## src/hdl/cdsr_consts.svh

```systemverilog
/*
 * Constants for the charger detail status register bank: target address,
 * register offsets, field positions, reset values and synchroniser layout.
 * Assumes it is included by bare name from the design and the host model.
 */
`ifndef CDSR_CONSTS_SVH
`define CDSR_CONSTS_SVH

// --------------------------------------------------------------------------
// serial target address and register offsets
// --------------------------------------------------------------------------
`define CDSR_TARGET_ADDR 7'h6A
`define CDSR_OFS_INPUT_THERMAL 8'h03
`define CDSR_OFS_BATTERY_CHARGER 8'h04
`define CDSR_UNMAPPED_DATA 8'h00

// --------------------------------------------------------------------------
// field positions
// --------------------------------------------------------------------------
`define CDSR_BIT_INPUT_VOLTAGE_INVALID 7
`define CDSR_BIT_INPUT_CURRENT_LIMITED 6
`define CDSR_BIT_INPUT_OVERVOLTAGE 5
`define CDSR_BIT_INPUT_ABOVE_BATTERY 4
`define CDSR_BIT_UNUSED_BIT 3
`define CDSR_THM_MSB 2
`define CDSR_THM_LSB 0
`define CDSR_BAT_MSB 5
`define CDSR_BAT_LSB 4
`define CDSR_CHG_MSB 3
`define CDSR_CHG_LSB 0

// --------------------------------------------------------------------------
// reset values: input valid, normal zone, battery ok, charger off
// --------------------------------------------------------------------------
`define CDSR_RST_INPUT_THERMAL 8'h13
`define CDSR_RST_BATTERY_CHARGER 8'h28

// --------------------------------------------------------------------------
// pin synchroniser layout
// --------------------------------------------------------------------------
`define CDSR_SYNC_W 14
`define CDSR_SYNC_RST 14'h0003
`define CDSR_S_SCL 0
`define CDSR_S_SDA 1
`define CDSR_S_STANDBY 2
`define CDSR_S_PGOOD 3
`define CDSR_S_IN_VALID 4
`define CDSR_S_IN_LIMITED 5
`define CDSR_S_IN_OVP 6
`define CDSR_S_IN_ABOVE_BAT 7
`define CDSR_S_T0 8
`define CDSR_S_T15 9
`define CDSR_S_T45 10
`define CDSR_S_T60 11
`define CDSR_S_BAT_2V1 12
`define CDSR_S_BAT_OV 13

`endif

```

## src/hdl/cdsr_pkg.sv

```systemverilog
/*
 * Types for the charger detail status register bank: field encodings and
 * the serial target state machine.
 * Assumes the constants header sits beside it.
 */
`default_nettype none
package cdsr_pkg;

    // --------------------------------------------------------------------------
    // field encodings
    // --------------------------------------------------------------------------
    typedef enum logic [2:0]
    {
        CDSR_THM_COLD = 3'h1,
        CDSR_THM_COOL = 3'h2,
        CDSR_THM_NORMAL = 3'h3,
        CDSR_THM_WARM = 3'h4,
        CDSR_THM_HOT = 3'h5
    } cdsr_thm_t;

    typedef enum logic [1:0]
    {
        CDSR_BAT_DEAD = 2'h0,
        CDSR_BAT_TIMER = 2'h1,
        CDSR_BAT_OK = 2'h2,
        CDSR_BAT_OVER = 2'h3
    } cdsr_bat_t;

    typedef enum logic [3:0]
    {
        CDSR_CHG_DEAD = 4'h0,
        CDSR_CHG_PREQUAL = 4'h1,
        CDSR_CHG_FAST_CC = 4'h2,
        CDSR_CHG_FAST_CV = 4'h3,
        CDSR_CHG_TOPOFF = 4'h4,
        CDSR_CHG_DONE = 4'h5,
        CDSR_CHG_TIMER_FAULT = 4'h6,
        CDSR_CHG_TEMP_SUSPEND = 4'h7,
        CDSR_CHG_OFF = 4'h8,
        CDSR_CHG_THERMAL_LOOP = 4'h9
    } cdsr_chg_t;

    // --------------------------------------------------------------------------
    // serial target states, one-hot
    // --------------------------------------------------------------------------
    typedef enum logic [7:0]
    {
        CDSR_ST_IDLE = 8'h01,
        CDSR_ST_ADDR = 8'h02,
        CDSR_ST_ADDR_ACK = 8'h04,
        CDSR_ST_PTR = 8'h08,
        CDSR_ST_PTR_ACK = 8'h10,
        CDSR_ST_WDATA = 8'h20,
        CDSR_ST_TX = 8'h40,
        CDSR_ST_HOST_ACK = 8'h80
    } cdsr_state_t;

endpackage : cdsr_pkg
`default_nettype wire

```

## src/hdl/cdsr_status_regs.sv

```systemverilog
/*
 * Two read-only detail status registers of a one-cell charger and the
 * serial two-wire target that reads them out.
 * Assumes comparator outputs and the two-wire pins are asynchronous, the
 * charge controller phase inputs come from logic on i_clock, and an external
 * pull-up on the data wire.
 */
//
// Overview of operation
// RULE_01 - input voltage invalid bit is 0 when input valid above 4.5V, else 1
// RULE_02 - input current limited bit follows the input current limiter
// RULE_03 - input overvoltage bit is 1 when input exceeds overvoltage threshold
// RULE_04 - input above battery bit is 1 when input exceeds battery voltage
// RULE_05 - zone reads 010 cool, 011 normal, 100 warm
// RULE_06 - zone reads 001 below 0C and 101 above 60C, charging suspended
// RULE_07 - battery below 2.1V reads condition 00 and charger state 0000
// RULE_08 - timer fault reads condition 01 and charger state 0110
// RULE_09 - battery condition reads 10 when no battery problem exists
// RULE_10 - battery condition reads 11 above battery overvoltage threshold
// RULE_11 - battery overvoltage only reported while input supply is valid
// RULE_12 - charger state 0000 dead battery, 0001 prequalification
// RULE_13 - charger state 0010 constant current, 0011 constant voltage
// RULE_14 - charger state 0100 top-off, 0101 done
// RULE_15 - charger state 0111 while suspended for thermistor zone
// RULE_16 - charger state 1000 when input invalid or charging disabled
// RULE_17 - charger state 1001 when thermal loop active while charging
// RULE_18 - both registers read-only at target 0x6A, offsets 0x03 and 0x04
// RULE_19 - registers reset on standby supply loss or power-good rising edge
// RULE_20 - first register: four input bits, zero bit 3, zone in 2..0
// RULE_21 - second register: condition 5..4, state 3..0, top bits zero
//
`timescale 1ns/1ns
`default_nettype none
`include "cdsr_consts.svh"

module cdsr_status_regs
    import cdsr_pkg::*;
(
    input wire logic i_clock,
    input wire logic i_rst_n,
    input wire logic i_scl,
    input wire logic i_sda,
    output logic o_sda,
    output logic o_sda_oe_n,
    input wire logic i_standby_supply_valid,
    input wire logic i_safeout_power_good,
    input wire logic i_input_valid,
    input wire logic i_input_limited,
    input wire logic i_input_above_ovp,
    input wire logic i_input_above_battery,
    input wire logic i_temp_above_0c,
    input wire logic i_temp_above_15c,
    input wire logic i_temp_above_45c,
    input wire logic i_temp_above_60c,
    input wire logic i_battery_above_2v1,
    input wire logic i_battery_above_ov_threshold,
    input wire logic i_charger_enable,
    input wire logic i_timer_fault,
    input wire logic i_phase_prequal,
    input wire logic i_phase_fast_cc,
    input wire logic i_phase_fast_cv,
    input wire logic i_phase_topoff,
    input wire logic i_phase_done,
    input wire logic i_thermal_loop_active,
    output logic [7:0] o_input_thermal_status,
    output logic [7:0] o_battery_charger_status
);

    // --------------------------------------------------------------------------
    // pin synchronisers
    // --------------------------------------------------------------------------
    logic [`CDSR_SYNC_W-1:0] sync1_reg;
    logic [`CDSR_SYNC_W-1:0] sync2_reg;
    logic [`CDSR_SYNC_W-1:0] pins;

    assign pins = {i_battery_above_ov_threshold, i_battery_above_2v1, i_temp_above_60c, i_temp_above_45c,
                   i_temp_above_15c, i_temp_above_0c, i_input_above_battery, i_input_above_ovp,
                   i_input_limited, i_input_valid, i_safeout_power_good, i_standby_supply_valid,
                   i_sda, i_scl};

    always_ff @(posedge i_clock or negedge i_rst_n)
    begin
        if (!i_rst_n)
        begin
            sync1_reg <= `CDSR_SYNC_RST;
            sync2_reg <= `CDSR_SYNC_RST;
        end
        else
        begin
            sync1_reg <= pins;
            sync2_reg <= sync1_reg;
        end
    end

    wire scl_s = sync2_reg[`CDSR_S_SCL];
    wire sda_s = sync2_reg[`CDSR_S_SDA];
    wire standby_s = sync2_reg[`CDSR_S_STANDBY];
    wire pgood_s = sync2_reg[`CDSR_S_PGOOD];
    wire in_valid_s = sync2_reg[`CDSR_S_IN_VALID];
    wire t0_s = sync2_reg[`CDSR_S_T0];
    wire t15_s = sync2_reg[`CDSR_S_T15];
    wire t45_s = sync2_reg[`CDSR_S_T45];
    wire t60_s = sync2_reg[`CDSR_S_T60];
    wire bat_alive_s = sync2_reg[`CDSR_S_BAT_2V1];
    wire bat_ov_s = sync2_reg[`CDSR_S_BAT_OV];

    // --------------------------------------------------------------------------
    // reset events and status decode
    // --------------------------------------------------------------------------
    logic pgood_d_reg;
    logic scl_d_reg;
    logic sda_d_reg;
    logic [7:0] input_thermal_reg;
    logic [7:0] input_thermal_next;
    logic [7:0] battery_charger_reg;
    logic [7:0] battery_charger_next;
    cdsr_thm_t thermistor_zone;
    cdsr_bat_t battery_condition;
    cdsr_chg_t charger_state;
    // held in reset for as long as standby is lost, plus one cycle per power-good rising edge
    wire status_clear = !standby_s || (pgood_s && !pgood_d_reg); // see RULE_19
    wire input_voltage_invalid = !in_valid_s; // see RULE_01
    wire input_current_limited = sync2_reg[`CDSR_S_IN_LIMITED]; // see RULE_02
    wire input_overvoltage = sync2_reg[`CDSR_S_IN_OVP]; // see RULE_03
    wire input_above_battery = sync2_reg[`CDSR_S_IN_ABOVE_BAT]; // see RULE_04
    wire zone_suspend = !t0_s || t60_s;
    wire charging_phase = i_phase_prequal || i_phase_fast_cc || i_phase_fast_cv || i_phase_topoff;
    // comparators nest, so the lowest failing threshold picks the zone
    assign thermistor_zone = !t0_s ? CDSR_THM_COLD : // see RULE_06
                             !t15_s ? CDSR_THM_COOL : // see RULE_05
                             !t45_s ? CDSR_THM_NORMAL : // see RULE_05
                             !t60_s ? CDSR_THM_WARM : // see RULE_05
                             CDSR_THM_HOT; // see RULE_06
    // overvoltage first, but gated by a valid input
    assign battery_condition = (in_valid_s && bat_ov_s) ? CDSR_BAT_OVER : // see RULE_10, RULE_11
                               i_timer_fault ? CDSR_BAT_TIMER : // see RULE_08
                               !bat_alive_s ? CDSR_BAT_DEAD : // see RULE_07
                               CDSR_BAT_OK; // see RULE_09
    // charger off outranks every phase; dead battery outranks faults
    assign charger_state = (!in_valid_s || !i_charger_enable) ? CDSR_CHG_OFF : // see RULE_16
                           !bat_alive_s ? CDSR_CHG_DEAD : // see RULE_07, RULE_12
                           i_timer_fault ? CDSR_CHG_TIMER_FAULT : // see RULE_08
                           zone_suspend ? CDSR_CHG_TEMP_SUSPEND : // see RULE_15
                           i_phase_done ? CDSR_CHG_DONE : // see RULE_14
                           (i_thermal_loop_active && charging_phase) ? CDSR_CHG_THERMAL_LOOP : // see RULE_17
                           i_phase_topoff ? CDSR_CHG_TOPOFF : // see RULE_14
                           i_phase_fast_cv ? CDSR_CHG_FAST_CV : // see RULE_13
                           i_phase_fast_cc ? CDSR_CHG_FAST_CC : // see RULE_13
                           CDSR_CHG_PREQUAL; // see RULE_12
    assign input_thermal_next = status_clear ? `CDSR_RST_INPUT_THERMAL :
                                {input_voltage_invalid, input_current_limited, input_overvoltage,
                                 input_above_battery, 1'b0, thermistor_zone}; // see RULE_20
    assign battery_charger_next = status_clear ? `CDSR_RST_BATTERY_CHARGER :
                                  {2'h0, battery_condition, charger_state}; // see RULE_21
    always_ff @(posedge i_clock or negedge i_rst_n)
    begin
        if (!i_rst_n)
        begin
            pgood_d_reg <= 1'b0;
            scl_d_reg <= 1'b1;
            sda_d_reg <= 1'b1;
            input_thermal_reg <= `CDSR_RST_INPUT_THERMAL;
            battery_charger_reg <= `CDSR_RST_BATTERY_CHARGER;
        end
        else
        begin
            pgood_d_reg <= pgood_s;
            scl_d_reg <= scl_s;
            sda_d_reg <= sda_s;
            input_thermal_reg <= input_thermal_next;
            battery_charger_reg <= battery_charger_next;
        end
    end

    assign o_input_thermal_status = input_thermal_reg;
    assign o_battery_charger_status = battery_charger_reg;
    // --------------------------------------------------------------------------
    // two-wire target
    // --------------------------------------------------------------------------
    cdsr_state_t state_reg;
    logic [3:0] count_reg;
    logic [7:0] shift_reg;
    logic [7:0] tx_reg;
    logic [7:0] pointer_reg;
    logic sda_low_reg;
    logic [7:0] read_data;
    wire scl_rise = scl_s && !scl_d_reg;
    wire scl_fall = !scl_s && scl_d_reg;
    wire bus_start = scl_s && scl_d_reg && !sda_s && sda_d_reg;
    wire bus_stop = scl_s && scl_d_reg && sda_s && !sda_d_reg;
    wire byte_done = scl_fall && (count_reg == 4'h8);
    wire addr_match = (shift_reg[7:1] == `CDSR_TARGET_ADDR); // see RULE_18
    wire receiving = (state_reg == CDSR_ST_ADDR) || (state_reg == CDSR_ST_PTR) || (state_reg == CDSR_ST_WDATA);
    // unmapped offsets read zero; nothing here is writable
    assign read_data = (pointer_reg == `CDSR_OFS_INPUT_THERMAL) ? input_thermal_reg : // see RULE_18
                       (pointer_reg == `CDSR_OFS_BATTERY_CHARGER) ? battery_charger_reg : // see RULE_18
                       `CDSR_UNMAPPED_DATA;

    always_ff @(posedge i_clock or negedge i_rst_n)
    begin
        if (!i_rst_n)
        begin
            state_reg <= CDSR_ST_IDLE;
            count_reg <= 4'h0;
            shift_reg <= 8'h00;
            tx_reg <= 8'h00;
            pointer_reg <= 8'h00;
            sda_low_reg <= 1'b0;
        end
        else if (bus_start)
        begin
            state_reg <= CDSR_ST_ADDR;
            count_reg <= 4'h0;
            sda_low_reg <= 1'b0;
        end
        else if (bus_stop)
        begin
            state_reg <= CDSR_ST_IDLE;
            sda_low_reg <= 1'b0;
        end
        else if (scl_rise && receiving && (count_reg != 4'h8))
        begin
            shift_reg <= {shift_reg[6:0], sda_s};
            count_reg <= count_reg + 4'h1;
        end
        else if (scl_rise && (state_reg == CDSR_ST_HOST_ACK) && sda_s)
        begin
            // host refused more data; wait for stop or repeated start
            state_reg <= CDSR_ST_IDLE;
        end
        else if (scl_fall)
        begin
            case (state_reg)
                CDSR_ST_ADDR:
                begin
                    if (byte_done)
                    begin
                        state_reg <= addr_match ? CDSR_ST_ADDR_ACK : CDSR_ST_IDLE;
                        sda_low_reg <= addr_match;
                    end
                end
                CDSR_ST_ADDR_ACK:
                begin
                    count_reg <= 4'h0;
                    if (shift_reg[0])
                    begin
                        // the byte is caught whole so a read never tears
                        state_reg <= CDSR_ST_TX;
                        tx_reg <= read_data;
                        sda_low_reg <= !read_data[7];
                        pointer_reg <= pointer_reg + 8'h01;
                    end
                    else
                    begin
                        state_reg <= CDSR_ST_PTR;
                        sda_low_reg <= 1'b0;
                    end
                end
                CDSR_ST_PTR:
                begin
                    if (byte_done)
                    begin
                        pointer_reg <= shift_reg;
                        state_reg <= CDSR_ST_PTR_ACK;
                        sda_low_reg <= 1'b1;
                    end
                end
                CDSR_ST_PTR_ACK:
                begin
                    count_reg <= 4'h0;
                    state_reg <= CDSR_ST_WDATA;
                    sda_low_reg <= 1'b0;
                end
                CDSR_ST_WDATA:
                begin
                    if (byte_done)
                    begin
                        // data is acknowledged and dropped; read-only bank
                        pointer_reg <= pointer_reg + 8'h01; // see RULE_18
                        state_reg <= CDSR_ST_PTR_ACK;
                        sda_low_reg <= 1'b1;
                    end
                end
                CDSR_ST_TX:
                begin
                    if (count_reg == 4'h7)
                    begin
                        state_reg <= CDSR_ST_HOST_ACK;
                        sda_low_reg <= 1'b0;
                    end
                    else
                    begin
                        tx_reg <= {tx_reg[6:0], 1'b0};
                        sda_low_reg <= !tx_reg[6];
                        count_reg <= count_reg + 4'h1;
                    end
                end
                CDSR_ST_HOST_ACK:
                begin
                    count_reg <= 4'h0;
                    state_reg <= CDSR_ST_TX;
                    tx_reg <= read_data;
                    sda_low_reg <= !read_data[7];
                    pointer_reg <= pointer_reg + 8'h01;
                end
                default:
                begin
                    state_reg <= CDSR_ST_IDLE;
                    sda_low_reg <= 1'b0;
                end
            endcase
        end
    end

    // open drain: only ever pull low
    assign o_sda = 1'b0;
    assign o_sda_oe_n = !sda_low_reg;

    // --------------------------------------------------------------------------
    // assertions
    // --------------------------------------------------------------------------
    input_invalid_a: assert property (@(posedge i_clock) disable iff (!i_rst_n) // see RULE_01
        !status_clear |=> input_thermal_reg[`CDSR_BIT_INPUT_VOLTAGE_INVALID] == !$past(in_valid_s))
        else $error("input invalid bit does not follow input comparator");
    input_flags_a: assert property (@(posedge i_clock) disable iff (!i_rst_n) // see RULE_02, RULE_03, RULE_04
        !status_clear |=> input_thermal_reg[6:4] == $past({sync2_reg[`CDSR_S_IN_LIMITED],
        sync2_reg[`CDSR_S_IN_OVP], sync2_reg[`CDSR_S_IN_ABOVE_BAT]}))
        else $error("input limit, overvoltage or above battery bit wrong");
    zone_cold_a: assert property (@(posedge i_clock) disable iff (!i_rst_n) // see RULE_06
        (!status_clear && !t0_s) |=> input_thermal_reg[2:0] == 3'h1)
        else $error("cold zone not reported");
    zone_warm_a: assert property (@(posedge i_clock) disable iff (!i_rst_n) // see RULE_05
        (!status_clear && t0_s && t15_s && t45_s && !t60_s) |=> input_thermal_reg[2:0] == 3'h4)
        else $error("warm zone not reported");
    dead_battery_a: assert property (@(posedge i_clock) disable iff (!i_rst_n) // see RULE_07
        (!status_clear && in_valid_s && i_charger_enable && !bat_alive_s && !bat_ov_s && !i_timer_fault)
        |=> battery_charger_reg[5:0] == 6'h00)
        else $error("dead battery codes wrong");
    timer_fault_a: assert property (@(posedge i_clock) disable iff (!i_rst_n) // see RULE_08
        (!status_clear && in_valid_s && i_charger_enable && bat_alive_s && !bat_ov_s && i_timer_fault)
        |=> battery_charger_reg[5:0] == 6'h16)
        else $error("timer fault codes wrong");
    bat_over_gate_a: assert property (@(posedge i_clock) disable iff (!i_rst_n) // see RULE_10, RULE_11
        (battery_charger_reg[5:4] == 2'h3) |-> $past(in_valid_s) && $past(bat_ov_s))
        else $error("battery overvoltage reported without cause");
    charger_off_a: assert property (@(posedge i_clock) disable iff (!i_rst_n) // see RULE_16
        (!status_clear && (!in_valid_s || !i_charger_enable)) |=> battery_charger_reg[3:0] == 4'h8)
        else $error("charger off not reported");
    thermal_loop_a: assert property (@(posedge i_clock) disable iff (!i_rst_n) // see RULE_17
        (battery_charger_reg[3:0] == 4'h9) |-> $past(i_thermal_loop_active) && $past(charging_phase))
        else $error("thermal loop code without cause");
    clear_event_a: assert property (@(posedge i_clock) disable iff (!i_rst_n) // see RULE_19
        $rose(pgood_s) |=> input_thermal_reg == 8'h13 && battery_charger_reg == 8'h28)
        else $error("status not reset on power-good edge");
    zero_bits_a: assert property (@(posedge i_clock) disable iff (!i_rst_n) // see RULE_20, RULE_21
        !input_thermal_reg[3] && battery_charger_reg[7:6] == 2'h0)
        else $error("reserved bits not zero");
    idle_release_a: assert property (@(posedge i_clock) disable iff (!i_rst_n) // see RULE_18
        (state_reg == CDSR_ST_IDLE) |-> !sda_low_reg)
        else $error("data wire held low while idle");
    addr_ack_a: assert property (@(posedge i_clock) disable iff (!i_rst_n) // see RULE_18
        (state_reg == CDSR_ST_ADDR && byte_done && !bus_start && !bus_stop)
        |=> sda_low_reg == $past(shift_reg[7:1] == `CDSR_TARGET_ADDR))
        else $error("address acknowledge wrong");
endmodule : cdsr_status_regs
`default_nettype wire

```

## config.mk

```make
export PLATFORM = sky130hd
export DESIGN_NAME = cdsr_status_regs
export DESIGN_NICKNAME = d
export VERILOG_FILES = /design/src/hdl/cdsr_pkg.sv /design/src/hdl/cdsr_status_regs.sv
export VERILOG_INCLUDE_DIRS = /design/src /design/src/hdl
export SDC_FILE = /design/constraint.sdc
export NUM_CORES = 1
export LEC_CHECK = 0
export ABC_AREA = 1
export BUFFER_PORTS_ARGS = -buffer_cell sky130_fd_sc_hd__buf_2
export CAP_MARGIN = 30
export CORE_MARGIN = 5
export CORE_UTILIZATION = 50
export DETAILED_ROUTE_END_ITERATION = 16
export PLACE_DENSITY = 0.71
export SLEW_MARGIN = 20
export SYNTH_ARGS = -nofsm -noshare
export SYNTH_HDL_FRONTEND = slang
export SYNTH_SLANG_ARGS = --single-unit
```

## constraint.sdc

```tcl
create_clock -name i_clock -period 4.3 [get_ports i_clock]
set_input_delay 0.43 -clock i_clock [delete_from_list [all_inputs] [get_ports i_clock]]
set_output_delay 0.43 -clock i_clock [all_outputs]
set_load 0.02 [all_outputs]
```

==> flow_summary.yaml, run 1 <==
status:
  outcome: "completed"
sta:
  slew_viol_final: 0
  setup_viol: 0
  finalHoldViolations: 0
  min_period_over_period: 0.496
  worstMarginPinSlew_ns: 0.729
  setup_ws_ns: 2.17
  fmax_mhz: 469
  rsz0062_at_grt: "no"
  finalCriticalPeriod_ns: 2.13
  setup_tns_ns: 0
  skew_ns: 0.0145
  slew_headroom: 0.514
critical_path:
  path_max_fanout: 14
  required_ns: 4.55
  crit_slowest_cell: "dfstp_2"
  cp.arrival_ns: 2.38
  endpoint_kind: "register"
  max_stage_delay_ns: 0.57
  criticalPathCategory: "reg -> reg"
  critPathBufInv: 3
  cp_common_cell: "nand2_1"
  startpoint_type: "register"
  path_cells: "inv_1 -> nand2_1 -> nor2_1 -> nand2_1 -> nand2_2 -> nand2_1 -> nand2_1 -> nand2_1 -> inv_1 -> o21ai_0 -> inv_1"
  cpLargestDelayFamily: "simple AND/OR/NAND/NOR gates"
  rrSetupSlack_ns: 2.17
cells_and_area:
  fin_util: 0.577
  area_growth_pct: 11.6
  fin_area_mm2: 0.00423
  drive_gt1_frac: 0.199
  n_antenna_cell: 0
  nets: 520
power:
  power_mw: 1.58
  cellInternalPower_mw: 1.14
  pwr-share-clk: 0.352
  pwr-share-comb: 0.105
  peakVddDrop_mv: 0.355
  p_seq_frac: 0.542
  swShare: 0.274
  power_density_mw_per_mm2: 373
  p_switching_uw: 432
  p_leak_nw: 2.20
floorplanning:
  pin_count: 42
  fp-row-count: 31
  die_y_um: 97.0
  core_area_mm2: 0.00733
  initial_core_util: 0.517
  die_area_mm2: 0.00942
  die_x_um: 97.0
clocking:
  cts_sinks: 80
  clockBufferDepth: 2
  cts_setup_buffers: 0
  cts.clk_slew.worst_paths_ns: 0.09
  hold_buffers: 0
  htree_levels: 3
  cts_root_buffer: "clkbuf_8"
  cts_resized: 0
  cts_tree: "yes"
  clock_latency_ns: 0.35
  cts_buffers: 9
logic_synthesis:
  yosys.area.top_type: "dfrtp_1"
  syn_area_per_cell_um2: 8.40
  ys_ff_latch: 80
  yosysWarnings: 0
  syn_inst: 451
  yosysUniqueCellTypes: 33
  yosysTopAreaCellShare: 0.449
  syn_area_mm2: 0.00379
  synth-seq-area-share: 0.532
  synth.area.top_cells: "dfrtp_1 (45%), nand2_1 (13%), dfstp_2 (8.3%), inv_1 (6.0%), nor2_1 (4.3%)"
place:
  gp_congestion: 0.866
  io_buffers: 37
  dpl_cell_area_mm2: 0.00403
  dp_hpwl_mm: 5.32
  dp_slack_ns: 2.19
drt:
  viasPerCell: 4.91
  drt_iter0_markers: 171
  via_count: 2927
  wl_per_cell_um: 12.4
  drc: 0
  dr.pass1.iters: 4
  antenna_left: 0
  wl_mm: 7.37
global_routing:
  grt_max_degree: 81
  grt_pass1_wl_mm: 13.1
  grt_pass1_vias: 2951
  grt_antenna_before_repair: 0
  grtUsageTotal: 0.167
  grt_overflow: 0
worst_hold_path:
  hp-class: "in -> async"
flow_run:
  max_cap_violations: 0
[cell usage after synthesis, drive strengths merged]
cell and n:
a21oi 8, conb 1, a211oi 1, nor3 8, o21ai 41, o22ai 1
buf 10, nand3b 1, dfrtp 68, ha 4, nand3 31, dfstp 12
xor2 2, nand2 134, o31ai 1, or2 1, a31oi 1, xnor2 1
nand4 6, a21boi 3, inv 66, nor2 50
[cells in the final DEF, fill, tap and decap left out, types with 2 or more instances in the layout]
cell type	instances
nand3_1	26
inv_2	5
nor2_2	3
nor2_4	4
o21ai_2	9
nand4_1	6
ha_1	4
xor2_1	2
dfstp_2	12
conb_1	4
inv_1	61
o21ai_1	9
dfrtp_1	68
nand2_2	6
nand3_2	5
nor3_1	8
clkbuf_8	9
nor2_1	43
inv_6	2
a21oi_1	7
o21ai_0	23
a21boi_0	3
nand2_1	127
clkinvlp_4	2
buf_2	36
[layout make-up]
cell class	count	area (um^2)
inverters	66	248
well taps	99	124
fillers	656	3100
repair buffers	37	191
multi-input cells	298	1450
clock buffers	10	128
clock inverters	6	67.6
flip-flops and latches	80	2020
[power groups by stage]
| stage | logic [mW] | clock network, mW | registers (mW) |
|---|---|---|---|
| finish | 0.166 | 0.555 | 0.855 |
| global route | 0.195 | 0.607 | 0.865 |
| global placement | 0.162 | 0 | 0.867 |
| detailed placement | 0.167 | 0 | 0.869 |
| floorplan | 0.112 | 0 | 0.866 |
| CTS | 0.168 | 0.566 | 0.855 |
[stage by stage]
stage | hold slack, ns | cells
2_1_floorplan | 0.134 | 454
3_3_place_gp | 0.331 | 580
3_5_place_dp | 0.335 | 580
4_1_cts | 0.157 | 596
5_1_grt | 0.144 | 596
6_report | 0.0690 | 596
[metal layers]
| layer | up-vias | track usage | wire length (um) |
|---|---|---|---|
| met5 | - | 0 | 0 |
| met4 | 0 | 0.0648 | 89 |
| met3 | 14 | 0.0439 | 376 |
| met2 | 74 | 0.262 | 3430 |
| met1 | 1352 | 0.222 | 3470 |
| li1 | 1487 | - | - |
[kinds of logic (layout without fill, tap and decap cells)]
family	count (synthesis)	count (layout)	share of synthesized area
buffers and inverters	76	119	0.0869
flip-flops	80	80	0.532
XOR/XNOR	3	3	0.00694
other	1	4	0.000990
AND/OR/NAND/NOR	231	231	0.270
adder cells (fa/ha/maj)	4	4	0.0132
AO/OA/AOI/OAI	56	56	0.0898
[worst paths after layout]
path	end	depth (start not counted)	from
max in group asynchronous	sync2_reg[8]	1	i_rst_n
min in group i_clock	sync1_reg[1]	1	i_sda
setup / recovery	pointer_reg[5]	11	state_reg[0]
hold reg to reg	sync2_reg[12]	0	sync1_reg[12]
setup reg to reg	pointer_reg[5]	11	state_reg[0]
hold / removal	pointer_reg[7]	1	i_rst_n
Note: power is estimated with default switching activity, not from simulation.
==> run 2: changes to the inputs <==
- PLACE_DENSITY: 0.71 -> 0.73
- clock period: 4.3 -> 1.8 ns (I/O delays scaled with it)
==> run 2 against run 1 <==
  * Power grew 150%
  * Via count increased by 1.8%
  * Critical endpoint is now pointer_reg[3]
  * Die area did not move
  * Cell area increased by 7.1%
  * Flip-flop and latch count stayed put
  * Critical path depth grew 1
  * Core utilization increased by 4.1 points
  * Largest power group unchanged
  * Clock skew shrank 0.0051 ns
  * Sequential share of layout area fell by 3.1 points
  * Wire length increased by 0.41%
==> flow_summary.yaml, run 2 (synthesis results as in run 1) <==
critical_path:
  cp_common_cell: "nand2_1"
  required_ns: 2.05
  endpoint_kind: "register"
  crit_slowest_cell: "dfstp_2"
  path_max_fanout: 7
  path_cells: "inv_1 -> nand2_1 -> nor2_1 -> nand2_1 -> nand2_2 -> nand2_1 -> nand2_1 -> nand2_1 -> buf_4 -> nand2_1 -> o21ai_1 -> inv_1"
  max_stage_delay_ns: 0.57
  cp.arrival_ns: 1.93
  criticalPathCategory: "reg -> reg"
  startpoint_type: "register"
clocking:
  clockBufferDepth: 2
  cts_buffers: 9
  cts_sinks: 80
  cts_setup_buffers: 0
  clock_latency_ns: 0.35
  cts.clk_slew.worst_paths_ns: 0.09
  cts_tree: "yes"
  cts_root_buffer: "clkbuf_8"
  htree_levels: 3
power:
  peakVddDrop_mv: 0.728
  power_density_mw_per_mm2: 855
  p_leak_nw: 2.32
sta:
  finalHoldViolations: 0
  setup_ws_ns: 0.121
  slew_viol_final: 0
  whs_ns: 0.109
  fmax_mhz: 596
  skew_ns: 0.00946
  min_period_over_period: 0.933
  setup_viol: 0
  finalCriticalPeriod_ns: 1.68
drt:
  via_count: 2980
  wl_per_cell_um: 11.9
  drc: 0
  drt_iter0_markers: 101
  wl_mm: 7.40
  viasPerCell: 4.79
  dr.pass1.iters: 5
  antenna_left: 0
flow_run:
  max_cap_violations: 0
global_routing:
  grt_max_degree: 46
  grtUsageTotal: 0.170
  grt_antenna_before_repair: 0
  grt_overflow: 0
  grt_pass1_wl_mm: 13.2
  grt_pass1_vias: 2994
cells_and_area:
  nets: 546
  fin_area_mm2: 0.00453
  drive_gt1_frac: 0.226
  final_cell_mix: "nand2_1 (127), dfrtp_1 (66), inv_1 (60)"
  n_antenna_cell: 0
  final_common_cell: "nand2_1"
  area_growth_pct: 19.5
place:
  gp_congestion: 0.862
  io_buffers: 37
  dp_slack_ns: 0.0953
  dp_hpwl_mm: 5.45
  dpl_cell_area_mm2: 0.00412
floorplanning:
  die_x_um: 97.0
  pin_count: 42
  fp-row-count: 31
  initial_core_util: 0.517
  die_y_um: 97.0
  die_area_mm2: 0.00942
  core_area_mm2: 0.00733
status:
  outcome: "completed"
worst_hold_path:
  hp-class: "in -> reg"
[run 2: per-stage QoR]
step | setup TNS, ns | instances | power (mW) | utilization
2_1_floorplan | 0 | 454 | 2.34 | -
3_3_place_gp | 0 | 590 | 2.47 | 0.562
3_5_place_dp | 0 | 590 | 2.49 | 0.562
4_1_cts | 0 | 622 | 3.91 | 0.613
5_1_grt | -0.00143 | 622 | 4.08 | 0.618
6_report | 0 | 622 | 3.87 | 0.618
[run 2: path summary, 6_finish.rpt]
check	startpoint	to	slack [ns]	cells after the start
max	state_reg[0]	pointer_reg[3]	0.12	12
min	i_thermal_loop_active	o_battery_charger_status[1]	0.11	4
max reg2reg	state_reg[0]	pointer_reg[3]	0.12	12
min reg2reg	sync1_reg[5]	sync2_reg[5]	0.35	0
max in group asynchronous	i_rst_n	o_input_thermal_status[1]	0.84	3
min in group asynchronous	i_rst_n	pointer_reg[7]	0.32	2
[run 2: per-layer routing]
metal / share of wire / track usage
met3: 0.055 / 0.0511
met1: 0.47 / 0.221
met2: 0.46 / 0.274
met5: 0 / 0
met4: 0.016 / 0.0529
[run 2: critical path: cells and delay by family, from the launching register on]
family | cells | cell delay (ns)
simple gates | 8 | 0.68
flops | 1 | 0.57
buf+inv | 3 | 0.27
compound gates | 1 | 0.06
[run 2: final cells by class]
class / instances / area [um^2]
Fill cell: 599 / 2800
Sequential cell: 80 / 2020
Multi-Input combinational cell: 298 / 1490
Timing Repair Buffer: 63 / 435
Inverter: 66 / 248
Clock buffer: 10 / 138
Tap cell: 99 / 124
Clock inverter: 6 / 75.1
[run 2: repair_timing]
action                                  in CTS  in global routing
endpoints found under the hold margin       43                  0
hold buffers                                16                  0
resized for setup                            0                 13
endpoints found under the setup margin       0                 18
[run 2: power by group]
group / internal (mW) / switching, mW
clock: 0.698 / 0.697
combinational: 0.166 / 0.262
sequential: 1.95 / 0.104
total: 2.81 / 1.06
==> run 3: changes to the inputs <==
- BUFFER_PORTS_ARGS: -buffer_cell sky130_fd_sc_hd__buf_2 -> default
- DONT_BUFFER_PORTS: default -> 1
- PLACE_DENSITY: 0.73 -> 0.69
==> run 3 against run 2 <==
  * The run now ends with negative hold slack left
  * Setup slack got worse by 0.019 ns
  * Sequential share of layout area grew 1.5 points
  * First-iteration DRC count up 40%
  * Critical path type unchanged
  * Largest power group unchanged
  * Highest routed layer unchanged
==> flow_summary.yaml, run 3 (synthesis results as in run 1) <==
status:
  outcome: "finished with violations"
  violations: "negative hold slack"
sta:
  setup_viol: 0
  finalHoldViolations: 80
  whs_ns: -0.485
  min_period_over_period: 0.943
  slew_viol_final: 0
  skew_ns: 0.0108
  setup_ws_ns: 0.102
  fmax_mhz: 589
  finalCriticalPeriod_ns: 1.70
clocking:
  cts_tree: "yes"
  hold_buffers: 17
  cts_buffers: 9
  clock_latency_ns: 0.35
  cts.clk_slew.worst_paths_ns: 0.08
  cts_sinks: 80
  cts_root_buffer: "clkbuf_8"
  clockBufferDepth: 2
  htree_levels: 3
cells_and_area:
  nets: 514
  fin_area_mm2: 0.00438
  register_area_mm2: 0.00202
  drive_gt1_frac: 0.181
  multi_input_area_mm2: 0.00150
  n_antenna_cell: 0
  final_cell_mix: "nand2_1 (124), dfrtp_1 (67), inv_1 (58)"
  nFillCells: 621
  final_cells: 590
  final_common_cell: "nand2_1"
  area_growth_pct: 15.6
global_routing:
  grt_overflow: 0
  grt_pass1_wl_mm: 13.1
  grt_max_degree: 81
  grtUsageTotal: 0.171
  grt_pass1_vias: 2837
  grt_antenna_before_repair: 0
power:
  peakVddDrop_mv: 0.650
  p_leak_nw: 2.19
  power_density_mw_per_mm2: 870
critical_path:
  startpoint_type: "register"
  crit_path_start: "state_reg[5]"
  cp.arrival_ns: 1.98
  path_max_fanout: 11
  criticalPathCategory: "reg -> reg"
  worstReg2RegStart: "state_reg[5]"
  endpoint_kind: "register"
  required_ns: 2.08
drt:
  antenna_left: 0
  viasPerCell: 4.94
  drt_iter0_markers: 141
  wl_per_cell_um: 13.0
  via_count: 2917
  wl_mm: 7.68
  drc: 0
  dr.pass1.iters: 4
place:
  placedCellCount: 554
  dpl_cell_area_mm2: 0.00393
  dp_hpwl_mm: 5.45
  dp_slack_ns: 0.0352
  io_buffers: 0
  gp_congestion: 0.914
floorplanning:
  fp-row-count: 31
  initial_core_util: 0.517
  die_y_um: 97.0
  core_area_mm2: 0.00733
  die_x_um: 97.0
  pin_count: 42
  die_area_mm2: 0.00942
flow_run:
  max_cap_violations: 0
worst_hold_path:
  hp-class: "in -> async"
==> run 3: per-stage QoR <==
step	util	setup TNS (ns)	hold slack, ns	power [mW]
finish	0.598	0	-0.485	3.81
global route	0.598	-0.0111	-0.515	4.03
CTS	0.587	0	-0.505	3.85
detailed placement	0.535	0	-0.112	2.43
global placement	0.535	0	-0.112	2.41
floorplan	-	0	-0.116	2.34
==> run 3: area by class of cell <==
class,instances,share of cell area
sequential,80,0.461
timing repair buffer,31,0.0637
tap,99,0.0283
clock buffer,10,0.0314
inverter,66,0.0574
multi-input combinational,298,0.342
clock inverter,6,0.0169
==> run 3: path summary, 6_finish.rpt <==
path / depth (start not counted) / endpoint / slack [ns]
min in group i_clock: 4 / o_battery_charger_status[3] / 0.02
hold reg to reg: 0 / sync2_reg[12] / 0.35
setup reg to reg: 8 / tx_reg[2] / 0.10
setup / recovery: 8 / tx_reg[2] / 0.10
max in group asynchronous: 0 / state_reg[0] / 2.07
hold / removal: 0 / pointer_reg[6] / -0.48
==> run 3: worst max-delay path: stages (launching register included) <==
cell	delay, ns
dfrtp_2	0.45
nor2_4	0.15
nand2_1	0.11
nor2_4	0.20
inv_2	0.13
nand2_2	0.11
nand3_4	0.14
buf_4	0.20
o21ai_2	0.13
==> run 3: layer usage <==
metal / vias up / wire (um) / track usage
met5: - / 0 / 0
met2: 84 / 3600 / 0.274
met4: 0 / 115 / 0.0659
li1: 1472 / - / -
met3: 14 / 640 / 0.0612
met1: 1347 / 3320 / 0.210
==> run 3: report_power, final <==
part           internal (mW)  switching [mW]
sequential              1.95           0.115
combinational          0.149           0.225
clock                  0.698           0.681
total                   2.79            1.02
==> run 3: timing repair <==
item,in CTS,in global routing
setup buffers,0,3
setup endpoints to repair,0,24
gates resized for setup,0,17
hold endpoints to repair,98,80
